## src/rtl/xcvr_cfg_pkg.sv

```systemverilog
// Functional notes
// RL1: command word: port address bits 7..0, bit 15 one for write, zero for read.
// RL2: write data in command bits 31..16, used for writes only, ignored on reads.
// RL3: one command goes identically to every transceiver channel, no per-channel choice.
// RL4: read result captured into bits 15..0 when the port signals ready.
// RL5: software waits about ten bus clocks after a command before reading result.
// RL6: lock flag bit 0 high while the internal machine owns the port.
// RL7: software issues commands only while the lock flag reads zero.
// RL8: framing error, two bits per stream at bits 1:0, 9:8, 17:16, 25:24.
// RL9: framing error status is meaningful only with 32-bit transceiver data width.
// RL10: stream-two line total, bits 15..0, clocks per whole line.
// RL11: stream-two frame total, bits 15..0, lines per frame.
// RL12: stream-two polarity, vertical sync bit 1, horizontal sync bit 0.
// RL13: stream-two horizontal sync width, 15 bits, in clocks.
// RL14: stream-two vertical sync width, 15 bits, in lines.
// RL15: stream-two active pixels per line, bits 15..0.
// RL16: stream-two active lines per frame, bits 15..0.
// RL17: each command register write launches exactly one port transaction; writes while the sequencer is not idle launch none.
// RL18: read result changes only when a read completes, never on writes.
package xcvr_cfg_pkg;

   // ----------------------------------------------------------------
   // sizes
   // ----------------------------------------------------------------
   localparam int ADDR_W   = 12;
   localparam int DATA_W   = 32;
   localparam int NUM_CH   = 4;
   localparam int PADDR_W  = 8;
   localparam int PDATA_W  = 16;
   localparam int TOTAL_W  = 16;
   localparam int SYNCW_W  = 15;
   localparam int FE_W     = 2;
   localparam int FE_COUNT = 4;
   localparam int FE_STRIDE = 8;

   // ----------------------------------------------------------------
   // register byte addresses
   // ----------------------------------------------------------------
   localparam logic [11:0] OFS_CMD         = 12'h2A0;
   localparam logic [11:0] OFS_READ_RESULT = 12'h2A4;
   localparam logic [11:0] OFS_LOCK        = 12'h2A8;
   localparam logic [11:0] OFS_FRAMING     = 12'h4FC;
   localparam logic [11:0] OFS_LINE_TOTAL  = 12'h500;
   localparam logic [11:0] OFS_FRAME_TOTAL = 12'h504;
   localparam logic [11:0] OFS_POLARITY    = 12'h508;
   localparam logic [11:0] OFS_HSYNC_WIDTH = 12'h50C;
   localparam logic [11:0] OFS_VSYNC_WIDTH = 12'h510;
   localparam logic [11:0] OFS_ACT_WIDTH   = 12'h514;
   localparam logic [11:0] OFS_ACT_HEIGHT  = 12'h518;

   // ----------------------------------------------------------------
   // field positions
   // ----------------------------------------------------------------
   localparam int CMD_ADDR_LSB  = 0;
   localparam int CMD_DIR_BIT   = 15;
   localparam int CMD_WDATA_LSB = 16;
   localparam int LOCK_BIT      = 0;
   localparam int POL_HS_BIT    = 0;
   localparam int POL_VS_BIT    = 1;

   // ----------------------------------------------------------------
   // reset values
   // ----------------------------------------------------------------
   localparam logic [31:0] CMD_RESET    = 32'h0000_0000;
   localparam logic [15:0] RESULT_RESET = 16'h0000;
   localparam logic [15:0] TIMING_RESET = 16'h0000;
   localparam logic [31:0] RDATA_RESET  = 32'h0000_0000;

   // ----------------------------------------------------------------
   // port sequencer states
   // ----------------------------------------------------------------
   typedef enum logic [3:0] {
      SEQ_IDLE        = 4'h1,
      SEQ_WAIT_UNLOCK = 4'h2,
      SEQ_ISSUE       = 4'h4,
      SEQ_WAIT_READY  = 4'h8
   } seq_state_type;

endpackage

```

## src/rtl/s2_timing_regs.sv

```systemverilog
`timescale 1ns/1ps
module s2_timing_regs (
   // clock and reset
   input  wire logic                              clock_in,
   input  wire logic                              resetn_in,
   // write port
   input  wire logic                              write_in,
   input  wire logic [xcvr_cfg_pkg::ADDR_W-1:0]   addr_in,
   input  wire logic [31:0]                       wdata_in,
   // stored timing
   output logic [xcvr_cfg_pkg::TOTAL_W-1:0]       line_total_out,
   output logic [xcvr_cfg_pkg::TOTAL_W-1:0]       frame_total_out,
   output logic                                   vsync_pol_out,
   output logic                                   hsync_pol_out,
   output logic [xcvr_cfg_pkg::SYNCW_W-1:0]       hsync_width_out,
   output logic [xcvr_cfg_pkg::SYNCW_W-1:0]       vsync_width_out,
   output logic [xcvr_cfg_pkg::TOTAL_W-1:0]       active_width_out,
   output logic [xcvr_cfg_pkg::TOTAL_W-1:0]       active_height_out
);

   logic [15:0] next_lt, next_ft, next_aw, next_ah;
   logic [14:0] next_hw, next_vw;
   logic        next_vp, next_hp;

   always_comb begin
      next_lt = line_total_out;
      next_ft = frame_total_out;
      next_vp = vsync_pol_out;
      next_hp = hsync_pol_out;
      next_hw = hsync_width_out;
      next_vw = vsync_width_out;
      next_aw = active_width_out;
      next_ah = active_height_out;
      if (write_in) begin
         case (addr_in)
            xcvr_cfg_pkg::OFS_LINE_TOTAL:  next_lt = wdata_in[15:0]; // RL10
            xcvr_cfg_pkg::OFS_FRAME_TOTAL: next_ft = wdata_in[15:0]; // RL11
            xcvr_cfg_pkg::OFS_POLARITY: begin
               next_vp = wdata_in[xcvr_cfg_pkg::POL_VS_BIT]; // RL12
               next_hp = wdata_in[xcvr_cfg_pkg::POL_HS_BIT]; // RL12
            end
            xcvr_cfg_pkg::OFS_HSYNC_WIDTH: next_hw = wdata_in[14:0]; // RL13
            xcvr_cfg_pkg::OFS_VSYNC_WIDTH: next_vw = wdata_in[14:0]; // RL14
            xcvr_cfg_pkg::OFS_ACT_WIDTH:   next_aw = wdata_in[15:0]; // RL15
            xcvr_cfg_pkg::OFS_ACT_HEIGHT:  next_ah = wdata_in[15:0]; // RL16
            default: begin
            end
         endcase
      end
   end

   always_ff @(posedge clock_in or negedge resetn_in) begin
      if (!resetn_in) begin
         line_total_out    <= xcvr_cfg_pkg::TIMING_RESET;
         frame_total_out   <= xcvr_cfg_pkg::TIMING_RESET;
         vsync_pol_out     <= 1'b0;
         hsync_pol_out     <= 1'b0;
         hsync_width_out   <= xcvr_cfg_pkg::TIMING_RESET[14:0];
         vsync_width_out   <= xcvr_cfg_pkg::TIMING_RESET[14:0];
         active_width_out  <= xcvr_cfg_pkg::TIMING_RESET;
         active_height_out <= xcvr_cfg_pkg::TIMING_RESET;
      end else begin
         line_total_out    <= next_lt;
         frame_total_out   <= next_ft;
         vsync_pol_out     <= next_vp;
         hsync_pol_out     <= next_hp;
         hsync_width_out   <= next_hw;
         vsync_width_out   <= next_vw;
         active_width_out  <= next_aw;
         active_height_out <= next_ah;
      end
   end
endmodule

```

## src/rtl/xcvr_cfg_regs.sv

```systemverilog
`timescale 1ns/1ps
module xcvr_cfg_regs (
   // clock and reset
   input  wire logic                                  clock_in,
   input  wire logic                                  resetn_in,
   // register port
   input  wire logic                                  reg_write_in,
   input  wire logic                                  reg_read_in,
   input  wire logic [xcvr_cfg_pkg::ADDR_W-1:0]       reg_addr_in,
   input  wire logic [31:0]                           reg_wdata_in,
   output logic [31:0]                                reg_rdata_out,
   output logic                                       reg_rvalid_out,
   // transceiver reconfiguration port
   output logic [xcvr_cfg_pkg::NUM_CH-1:0]            xcvr_cfg_en_out,
   output logic                                       xcvr_cfg_we_out,
   output logic [xcvr_cfg_pkg::PADDR_W-1:0]           xcvr_cfg_addr_out,
   output logic [xcvr_cfg_pkg::PDATA_W-1:0]           xcvr_cfg_wdata_out,
   input  wire logic [xcvr_cfg_pkg::NUM_CH-1:0]       xcvr_cfg_ready_in,
   input  wire logic [xcvr_cfg_pkg::PDATA_W-1:0]      xcvr_cfg_rdata_in,
   // internal owner and receive status
   input  wire logic                                  internal_port_owner_in,
   input  wire logic [7:0]                            rx_framing_error_in,
   input  wire logic                                  xcvr_width32_in,
   // stream-two timing
   output logic [xcvr_cfg_pkg::TOTAL_W-1:0]           s2_line_total_out,
   output logic [xcvr_cfg_pkg::TOTAL_W-1:0]           s2_frame_total_out,
   output logic                                       s2_vsync_pol_out,
   output logic                                       s2_hsync_pol_out,
   output logic [xcvr_cfg_pkg::SYNCW_W-1:0]           s2_hsync_width_out,
   output logic [xcvr_cfg_pkg::SYNCW_W-1:0]           s2_vsync_width_out,
   output logic [xcvr_cfg_pkg::TOTAL_W-1:0]           s2_active_width_out,
   output logic [xcvr_cfg_pkg::TOTAL_W-1:0]           s2_active_height_out
);

   logic [31:0]                          xcvr_cfg_command;
   logic [31:0]                          next_command;
   logic                                 lock;
   logic                                 next_lock;
   logic [31:0]                          framing;
   logic [31:0]                          next_framing;
   logic [31:0]                          next_rdata;
   logic                                 next_rvalid;
   logic                                 cmd_write;
   logic                                 seq_idle;
   logic [xcvr_cfg_pkg::PDATA_W-1:0]     read_result;

   assign cmd_write = reg_write_in && (reg_addr_in == xcvr_cfg_pkg::OFS_CMD);

   // ----------------------------------------------------------------
   // command, lock and framing status
   // ----------------------------------------------------------------
   always_comb begin
      next_command = xcvr_cfg_command;
      if (cmd_write) begin
         next_command = reg_wdata_in; // RL1 RL2
      end
      next_lock    = internal_port_owner_in; // RL6
      next_framing = '0;
      for (int s = 0; s < xcvr_cfg_pkg::FE_COUNT; s++) begin
         // status only trusted with the 32-bit transceiver path
         if (xcvr_width32_in) begin
            next_framing[s*xcvr_cfg_pkg::FE_STRIDE +: xcvr_cfg_pkg::FE_W] =
               rx_framing_error_in[s*xcvr_cfg_pkg::FE_W +: xcvr_cfg_pkg::FE_W]; // RL8 RL9
         end
      end
   end

   always_ff @(posedge clock_in or negedge resetn_in) begin
      if (!resetn_in) begin
         xcvr_cfg_command <= xcvr_cfg_pkg::CMD_RESET;
         lock             <= 1'b0;
         framing          <= xcvr_cfg_pkg::RDATA_RESET;
      end else begin
         xcvr_cfg_command <= next_command;
         lock             <= next_lock;
         framing          <= next_framing;
      end
   end

   // ----------------------------------------------------------------
   // port sequencer and timing store
   // ----------------------------------------------------------------
   xcvr_cfg_sequencer u_seq (
      .clock_in        (clock_in),
      .resetn_in       (resetn_in),
      .start_in        (cmd_write), // RL17
      .cmd_in          (reg_wdata_in),
      .lock_in         (lock), // RL7
      .idle_out        (seq_idle),
      .read_result_out (read_result),
      .port_en_out     (xcvr_cfg_en_out),
      .port_we_out     (xcvr_cfg_we_out),
      .port_addr_out   (xcvr_cfg_addr_out),
      .port_wdata_out  (xcvr_cfg_wdata_out),
      .port_ready_in   (xcvr_cfg_ready_in),
      .port_rdata_in   (xcvr_cfg_rdata_in)
   );

   s2_timing_regs u_timing (
      .clock_in          (clock_in),
      .resetn_in         (resetn_in),
      .write_in          (reg_write_in),
      .addr_in           (reg_addr_in),
      .wdata_in          (reg_wdata_in),
      .line_total_out    (s2_line_total_out),
      .frame_total_out   (s2_frame_total_out),
      .vsync_pol_out     (s2_vsync_pol_out),
      .hsync_pol_out     (s2_hsync_pol_out),
      .hsync_width_out   (s2_hsync_width_out),
      .vsync_width_out   (s2_vsync_width_out),
      .active_width_out  (s2_active_width_out),
      .active_height_out (s2_active_height_out)
   );

   // ----------------------------------------------------------------
   // read path, one cycle latency, unmapped reads return zero
   // ----------------------------------------------------------------
   always_comb begin
      next_rdata  = xcvr_cfg_pkg::RDATA_RESET;
      next_rvalid = reg_read_in;
      if (reg_read_in) begin
         case (reg_addr_in)
            xcvr_cfg_pkg::OFS_CMD:         next_rdata = xcvr_cfg_command;
            xcvr_cfg_pkg::OFS_READ_RESULT: next_rdata = {16'h0000, read_result}; // RL4
            xcvr_cfg_pkg::OFS_LOCK:        next_rdata = {31'h0000_0000, lock}; // RL6
            xcvr_cfg_pkg::OFS_FRAMING:     next_rdata = framing;
            xcvr_cfg_pkg::OFS_LINE_TOTAL:  next_rdata = {16'h0000, s2_line_total_out};
            xcvr_cfg_pkg::OFS_FRAME_TOTAL: next_rdata = {16'h0000, s2_frame_total_out};
            xcvr_cfg_pkg::OFS_POLARITY:
               next_rdata = {30'h0000_0000, s2_vsync_pol_out, s2_hsync_pol_out};
            xcvr_cfg_pkg::OFS_HSYNC_WIDTH: next_rdata = {17'h00000, s2_hsync_width_out};
            xcvr_cfg_pkg::OFS_VSYNC_WIDTH: next_rdata = {17'h00000, s2_vsync_width_out};
            xcvr_cfg_pkg::OFS_ACT_WIDTH:   next_rdata = {16'h0000, s2_active_width_out};
            xcvr_cfg_pkg::OFS_ACT_HEIGHT:  next_rdata = {16'h0000, s2_active_height_out};
            default:                       next_rdata = xcvr_cfg_pkg::RDATA_RESET;
         endcase
      end
   end

   always_ff @(posedge clock_in or negedge resetn_in) begin
      if (!resetn_in) begin
         reg_rdata_out  <= xcvr_cfg_pkg::RDATA_RESET;
         reg_rvalid_out <= 1'b0;
      end else begin
         reg_rdata_out  <= next_rdata;
         reg_rvalid_out <= next_rvalid;
      end
   end
endmodule

```

## src/rtl/xcvr_cfg_sequencer.sv

```systemverilog
`timescale 1ns/1ps
module xcvr_cfg_sequencer (
   // clock and reset
   input  wire logic                                  clock_in,
   input  wire logic                                  resetn_in,
   // command side
   input  wire logic                                  start_in,
   input  wire logic [31:0]                           cmd_in,
   input  wire logic                                  lock_in,
   output logic                                       idle_out,
   output logic [xcvr_cfg_pkg::PDATA_W-1:0]           read_result_out,
   // transceiver port
   output logic [xcvr_cfg_pkg::NUM_CH-1:0]            port_en_out,
   output logic                                       port_we_out,
   output logic [xcvr_cfg_pkg::PADDR_W-1:0]           port_addr_out,
   output logic [xcvr_cfg_pkg::PDATA_W-1:0]           port_wdata_out,
   input  wire logic [xcvr_cfg_pkg::NUM_CH-1:0]       port_ready_in,
   input  wire logic [xcvr_cfg_pkg::PDATA_W-1:0]      port_rdata_in
);

   xcvr_cfg_pkg::seq_state_type              state;
   xcvr_cfg_pkg::seq_state_type              next_state;
   logic [31:0]                              cmd;
   logic [31:0]                              next_cmd;
   logic [xcvr_cfg_pkg::NUM_CH-1:0]          seen;
   logic [xcvr_cfg_pkg::NUM_CH-1:0]          next_seen;
   logic [xcvr_cfg_pkg::PDATA_W-1:0]         result;
   logic [xcvr_cfg_pkg::PDATA_W-1:0]         next_result;
   logic                                     en;
   logic                                     next_en;
   logic                                     is_write;

   assign is_write = cmd[xcvr_cfg_pkg::CMD_DIR_BIT];

   // ----------------------------------------------------------------
   // transaction sequencing
   // ----------------------------------------------------------------
   always_comb begin
      next_state  = state;
      next_cmd    = cmd;
      next_seen   = seen;
      next_result = result;
      next_en     = 1'b0;
      case (state)
         xcvr_cfg_pkg::SEQ_IDLE: begin
            if (start_in) begin
               next_cmd   = cmd_in; // RL17
               next_seen  = '0;
               next_state = xcvr_cfg_pkg::SEQ_WAIT_UNLOCK;
            end
         end
         xcvr_cfg_pkg::SEQ_WAIT_UNLOCK: begin
            // hold off while the internal owner has the port
            if (!lock_in) begin
               next_en    = 1'b1;
               next_state = xcvr_cfg_pkg::SEQ_ISSUE;
            end
         end
         xcvr_cfg_pkg::SEQ_ISSUE,
         xcvr_cfg_pkg::SEQ_WAIT_READY: begin
            next_seen = seen | port_ready_in;
            if (port_ready_in[0] && !is_write) begin
               next_result = port_rdata_in; // RL4 RL18
            end
            if (&(seen | port_ready_in)) begin
               next_state = xcvr_cfg_pkg::SEQ_IDLE;
            end else begin
               next_state = xcvr_cfg_pkg::SEQ_WAIT_READY;
            end
         end
         default: begin
            next_state = xcvr_cfg_pkg::SEQ_IDLE;
         end
      endcase
   end

   always_ff @(posedge clock_in or negedge resetn_in) begin
      if (!resetn_in) begin
         state  <= xcvr_cfg_pkg::SEQ_IDLE;
         cmd    <= xcvr_cfg_pkg::CMD_RESET;
         seen   <= '0;
         result <= xcvr_cfg_pkg::RESULT_RESET;
         en     <= 1'b0;
      end else begin
         state  <= next_state;
         cmd    <= next_cmd;
         seen   <= next_seen;
         result <= next_result;
         en     <= next_en;
      end
   end

   // ----------------------------------------------------------------
   // one strobe fanned to every channel
   // ----------------------------------------------------------------
   genvar g;
   generate
      for (g = 0; g < xcvr_cfg_pkg::NUM_CH; g++) begin : gen_ch
         assign port_en_out[g] = en; // RL3
      end
   endgenerate

   assign port_we_out     = is_write; // RL1
   assign port_addr_out   = cmd[xcvr_cfg_pkg::CMD_ADDR_LSB +: xcvr_cfg_pkg::PADDR_W]; // RL1
   assign port_wdata_out  = is_write ? cmd[xcvr_cfg_pkg::CMD_WDATA_LSB +: xcvr_cfg_pkg::PDATA_W]
                                     : '0; // RL2
   assign read_result_out = result;
   assign idle_out        = (state == xcvr_cfg_pkg::SEQ_IDLE);
endmodule

```

## config.mk

```make
export PLATFORM = sky130hd
export DESIGN_NAME = xcvr_cfg_regs
export DESIGN_NICKNAME = d
export VERILOG_FILES = /design/src/rtl/xcvr_cfg_pkg.sv /design/src/rtl/s2_timing_regs.sv /design/src/rtl/xcvr_cfg_regs.sv /design/src/rtl/xcvr_cfg_sequencer.sv
export SDC_FILE = /design/constraint.sdc
export NUM_CORES = 1
export LEC_CHECK = 0
export ABC_CLOCK_PERIOD_IN_PS = 3900
export BUFFER_PORTS_ARGS = -buffer_cell sky130_fd_sc_hd__buf_2
export CAP_MARGIN = 20
export CORE_MARGIN = 2
export CORE_UTILIZATION = 58
export CTS_BUF_LIST = sky130_fd_sc_hd__clkbuf_4 sky130_fd_sc_hd__clkbuf_8 sky130_fd_sc_hd__clkbuf_16
export DETAILED_ROUTE_END_ITERATION = 10
export GPL_TIMING_DRIVEN = 0
export PLACE_DENSITY_LB_ADDON = 0.12
export SLEW_MARGIN = 10
export SYNTH_ARGS = -nofsm -noshare
export SYNTH_HDL_FRONTEND = slang
export SYNTH_HIERARCHICAL = 1
export SYNTH_SLANG_ARGS = --single-unit
export TNS_END_PERCENT = 100
```

## constraint.sdc

```tcl
create_clock -name clock_in -period 3.9 [get_ports clock_in]
set_clock_uncertainty 0.1 [all_clocks]
set_input_delay 0.39 -clock clock_in [delete_from_list [all_inputs] [get_ports clock_in]]
set_output_delay 0.39 -clock clock_in [all_outputs]
set_load 0.005 [all_outputs]
```

# Word-level counts from Yosys, hierarchy flattened
# Cells that the tools add are included.
dict set report op_classes {
  n_eq_ne 17
  n_bitwise 1
  n_reduce_logical 17
  muxes 15
}
# cell count
set op_table {}
lappend op_table {{32-bit one-hot mux with 11 select lines} 1}
lappend op_table {{12-bit by 11-bit == test with 1-bit output, second input constant} 8}
lappend op_table {{12-bit by 10-bit == test with 1-bit output, second input constant} 3}
lappend op_table {{32-bit two-way mux} 1}
lappend op_table {{2-bit AND reduction} 11}
lappend op_table {{16-bit two-way mux} 1}
lappend op_table {{4-bit two-way mux} 4}
lappend op_table {{4-bit one-hot mux with 3 select lines} 1}
lappend op_table {{2-bit two-way mux} 4}
lappend op_table {{4-bit one-hot mux with 2 select lines} 1}
lappend op_table {{4-bit by 1-bit == test with 1-bit output, second input constant} 1}
lappend op_table {{4-bit by 2-bit == test with 1-bit output, second input constant} 1}
lappend op_table {{4-bit by 3-bit == test with 1-bit output, second input constant} 1}
lappend op_table {{4-bit == test, second input constant} 1}
lappend op_table {{2-bit inequality test, second input constant} 2}
lappend op_table {{4-bit bitwise OR} 1}
lappend op_table {{4-bit AND reduction} 1}
lappend op_table {{1-bit logical AND} 2}
lappend op_table {{1-bit two-way mux} 2}
lappend op_table {{2-bit nonzero test} 1}
lappend op_table {{2-bit OR reduction} 1}
lappend op_table {{1-bit zero test} 1}
dict set report totals {
  elab_cells 68
  out_inout_bits 158
  register_bits 227
}

# Longest topological paths before layout
dict set report logic_depth {
  depth_word 4
  ltp_mapped 11
  depth_no_buf 6
}

# Hierarchy
# The synthesis kept the hierarchy.
# module cells_per_inst area_each_um2 instances seq_area_each_um2
set modules_own_cells {}
lappend modules_own_cells {xcvr_cfg_regs 347 4026.4 1 1851.8}
lappend modules_own_cells {s2_timing_regs 212 3737.3 1 2402.3}
lappend modules_own_cells {xcvr_cfg_sequencer 151 2163.3 1 1252.5}

# Worst setup path after synthesis
# Ideal clock, no wire load.
dict set report synth_path {
  path_type {input-to-reg}
  from {input port reg_addr_in[2] in the netlist's numbering}
  to {register u_seq.cmd[0]}
  path_slack_ns 1.454
  cell_stages 11
  required_time_ns 3.672
  arrival_ns 2.219
  path_buffers 5
  setup_time_ns 0.128
  cell_sequence {buf_2 -> nor4_4 -> and3_1 -> buf_4 -> nand2_4 -> buf_6 -> inv_1 -> and2_1 -> buf_4 -> buf_4 -> mux2_1}
}
dict set report synth_between {
  elab_chain_cells 3
}
# element line
set synth_lines {}
lappend synth_lines {{start, declared} xcvr_cfg_regs.sv:9} ;# input wire logic [xcvr_cfg_pkg::ADDR_W-1:0] reg_addr_in,
lappend synth_lines {{12-bit by 10-bit == test with 1-bit output} xcvr_cfg_regs.sv:47} ;# assign cmd_write = reg_write_in && (reg_addr_in == xcvr_cfg_pkg::OFS_CMD);
lappend synth_lines {{1-bit logical AND} xcvr_cfg_regs.sv:47}
lappend synth_lines {{net cmd_write} xcvr_cfg_regs.sv:43} ;# logic cmd_write;
lappend synth_lines {{2-bit AND reduction (no source line)} n/a}
lappend synth_lines {{end signal, assigned} xcvr_cfg_sequencer.sv:80} ;# cmd <= xcvr_cfg_pkg::CMD_RESET;
lappend synth_lines {{end signal, assigned} xcvr_cfg_sequencer.sv:86} ;# cmd <= next_cmd;
lappend synth_lines {{end, declared} xcvr_cfg_sequencer.sv:23} ;# logic [31:0] cmd;
# The timed path passes the listed nets, and every way through them passes these cells.
# A chain may end at the register's enable or synchronous reset.

# Final worst setup path
dict set report layout_path {
  from {input port reg_addr_in[2] in the netlist's numbering}
  to {register u_seq.cmd[2]}
}
# Same word-level chain as after synthesis.

==> impl_metrics.json <==
{
  "synthesis.nets": 788,
  "areaGrowthSynthToFinish_pct": 23.1,
  "final_util_pct": 73.5,
  "start_util_pct": 59.6,
  "cap_violations": 0,
  "syn-instance-count": 710,
  "post_cts_buffers": 0,
  "ys_warn_count": 6,
  "drv_slew": 0,
  "switching_share_pct": 22.4,
  "grt_overflow": 0,
  "numPortBuffers": 235,
  "regArea_um2": 5510,
  "synth_area_leaders": "dfrtp_1, mux2_2, mux2_4",
  "ys_async_sr_fraction_pct": 100,
  "routed-via-count": 7098,
  "vdd_drop_max_mv": 0.378,
  "yosysTopAreaCell": "dfrtp_1",
  "synth_edf_count": 0,
  "coreArea_um2": 16600,
  "num_io_pins": 236,
  "n_antenna_cell": 0,
  "yosysMostFrequentCell": "dfrtp_1",
  "yosysTopAreaCellShare_pct": 55.2,
  "synth.avg_cell_area_um2": 14.0,
  "postRouteAntennaNets": 0,
  "cts-buffers-inserted": 23,
  "multi_input_area_um2": 4080,
  "worst_setup_path_end_kind": "register",
  "fp.dieW_um": 135,
  "first_pass_iters": 5,
  "viasPerCell": 5.86,
  "crit_top_cell": "buf_4",
  "rows": 47,
  "grt_pass1_wl_mm": 42.3,
  "hold_viol_final": 0,
  "dp_slack_ps": 870,
  "drc_errors": 0,
  "clockBufferDepth": 3,
  "dr.first_iter.drc_count": 325,
  "p_leak_nw": 6.77,
  "holdPathStages": 2,
  "grt_usage_pct": 30.8,
  "grt_pass1_vias": 7282,
  "worstRegToRegCells": 5,
  "max_freq_ghz": 0.401,
  "crit_arrival_ps": 2780,
  "p_int_mw": 3.62,
  "drt_wl_total_mm": 27.9,
  "dp_hpwl_mm": 19.2,
  "drive_gt1_share_pct": 49.4,
  "synthTopCellsByCount": "dfrtp_1, mux2_2, mux2_4",
  "p_seq_share_pct": 49.3,
  "rrSetupSlack_ps": 1950,
  "cp_slowest_stage_delay_ps": 360,
  "clockPowerShare_pct": 45.8,
  "worst_hold_slack_ps": 0.497,
  "antenna_found_initial": 4,
  "status": "complete, no violations",
  "h-tree-depth": 1,
  "crit_path_top_delay_cell": "nor4_4",
  "yosysSeqAreaShare_pct": 55.5,
  "required_ps": 4190,
  "post-route-period-util_pct": 63.9,
  "grt_max_degree": 100,
  "clk_pin_slew_ps": 60,
  "synth_area_um2": 9930,
  "relSlewSlack_pct": 42.6,
  "criticalPathCategory": "in -> reg",
  "power_density_nw_per_um2": 382,
  "wl_per_cell_um": 23.0,
  "synth_ff_type": "dfrtp_1",
  "gp_congestion": 0.854,
  "finalSetupTns_ps": 0,
  "p_sw_mw": 1.05,
  "power_frac_comb_pct": 4.9,
  "rr_endpoint": "u_seq/cmd[2]$_DFFE_PN0P_",
  "synth_cell_type_count": 66,
  "crit_fanout": 10,
  "ys_ff_latch": 220,
  "finalPower_mw": 4.67,
  "die_height_um": 135,
  "layout_setup_ws_ps": 1410,
  "hold_end": "u_seq/read_result_out[0]$_DFFE_PN0P_",
  "clk_latency_ps": 510,
  "cts_sinks": 220,
  "worstMarginPinSlew_ps": 858,
  "start_kind": "input pin",
  "die_area_um2": 18200,
  "period_needed_ps": 2490,
  "nNetsFinal": 1055,
  "fillerInstances": 1150,
  "cts-root-buf": "clkbuf_16",
  "path_cells": "buf_2, buf_2, nor4_4, and3_1, buf_4, nand2_4, buf_6, inv_1, and2_1, buf_4, buf_4, mux2_1",
  "hold_class": "in -> reg",
  "r2r-start": "u_seq/state[0]$_DFFE_PN1P_",
  "rsz0062_at_grt": "false",
  "cts_tree": "yes",
  "min_from": "xcvr_cfg_rdata_in[0]",
  "setup-violations-final": 0
}
## final cells by class
type	count	share of cell area (%)
Buffer	49	2.76
Clock buffer	31	5.40
Clock inverter	9	0.573
Inverter	2	0.0614
Multi-Input combinational cell	439	33.3
Sequential cell	220	45.0
Tap cell	220	2.25
Timing Repair Buffer	242	10.6
## sequential cells by signal, summed over array words and instances (netlist names)
| register | count |
|---|---|
| u_timing/hsync_pol_out | 1 |
| u_timing/active_width_out | 16 |
| u_timing/vsync_width_out | 15 |
| u_timing/active_height_out | 16 |
| reg_rdata_out | 32 |
| u_timing/line_total_out | 16 |
| xcvr_cfg_command | 32 |
| u_seq/read_result_out | 16 |
| u_timing/hsync_width_out | 15 |
| u_seq/seen | 4 |
| u_timing/frame_total_out | 16 |
| u_seq/cmd | 25 |
| lock | 1 |
| u_timing/vsync_pol_out | 1 |
| framing | 8 |
| reg_rvalid_out | 1 |
| u_seq/state | 4 |
| u_seq/en | 1 |
## worst max-delay path: cells and delay by family
kind | cells | cell delay, ps
mux | 1 | 340
buf+inv | 7 | 1200
simple gates | 4 | 820
## kinds of logic (layout without fill, tap and decap cells)
family | after synthesis | in the layout | synth area share, %
flops | 220 | 220 | 55.5
buf+inv | 51 | 333 | 3.48
simple gates | 153 | 153 | 10.4
compound gates | 81 | 81 | 6.06
xor+xnor | 1 | 1 | 0.164
mux | 204 | 204 | 24.4
## through the flow
stage	cells	instance area, µm²
2_1_floorplan	710	9930
3_3_place_gp	1165	11400
3_5_place_dp	1167	11400
4_1_cts	1212	12200
5_1_grt	1212	12200
6_report	1212	12200
## timing repair
action | in CTS | in global routing
hold buffers | 5 | 0
resized for setup | 0 | 0
hold endpoints to repair | 62 | 0
## cells in the final DEF (no fill, tap or decap), drive strengths merged, types with 10 or more instances in the layout
cell type | synthesis | routed
buf | 39 | 276
dfrtp | 219 | 219
mux2 | 175 | 175
clkbuf | 10 | 41
nor2 | 30 | 30
mux2i | 28 | 28
and2 | 26 | 26
nand2 | 23 | 23
and3 | 15 | 15
a21oi | 14 | 14
a22oi | 12 | 12
o21ai | 10 | 10
## per-layer routing
metal / wire length, µm / track usage [%] / vias to the layer above / part of all wire [%]
met5: 34 / 0 / - / 0.12
met4: 753 / 9.36 / 6 / 2.7
met3: 2560 / 7.58 / 63 / 9.2
met2: 13500 / 50.6 / 327 / 48
met1: 11100 / 41.0 / 3567 / 40
li1: - / - / 3135 / -
## worst max-delay path by stage
stage | start | end | slack, ps | cells past startpoint
floorplan | reg_addr_in[2] | u_seq/cmd[0]$_DFFE_PN0P_ | 1450 | 11
global placement | resetn_in | u_seq/read_result_out[4]$_DFFE_PN0P_ | -1380 | 1
detailed placement | reg_addr_in[2] | u_seq/cmd[2]$_DFFE_PN0P_ | 870 | 12
CTS | reg_addr_in[2] | u_seq/cmd[2]$_DFFE_PN0P_ | 1390 | 12
global route | reg_addr_in[2] | u_seq/cmd[2]$_DFFE_PN0P_ | 1250 | 12
finish | reg_addr_in[2] | u_seq/cmd[2]$_DFFE_PN0P_ | 1410 | 12
## power groups by stage
stage          clock network (mW)  logic [mW]  registers [mW]
2_1_floorplan                   0      0.0674            2.34
3_3_place_gp                    0       0.217            2.34
4_1_cts                      2.16       0.231            2.30
6_report                     2.14       0.229            2.30
3_5_place_dp                    0       0.226            2.34
5_1_grt                      2.26       0.252            2.30
Note: power is estimated with default switching activity, not from simulation.
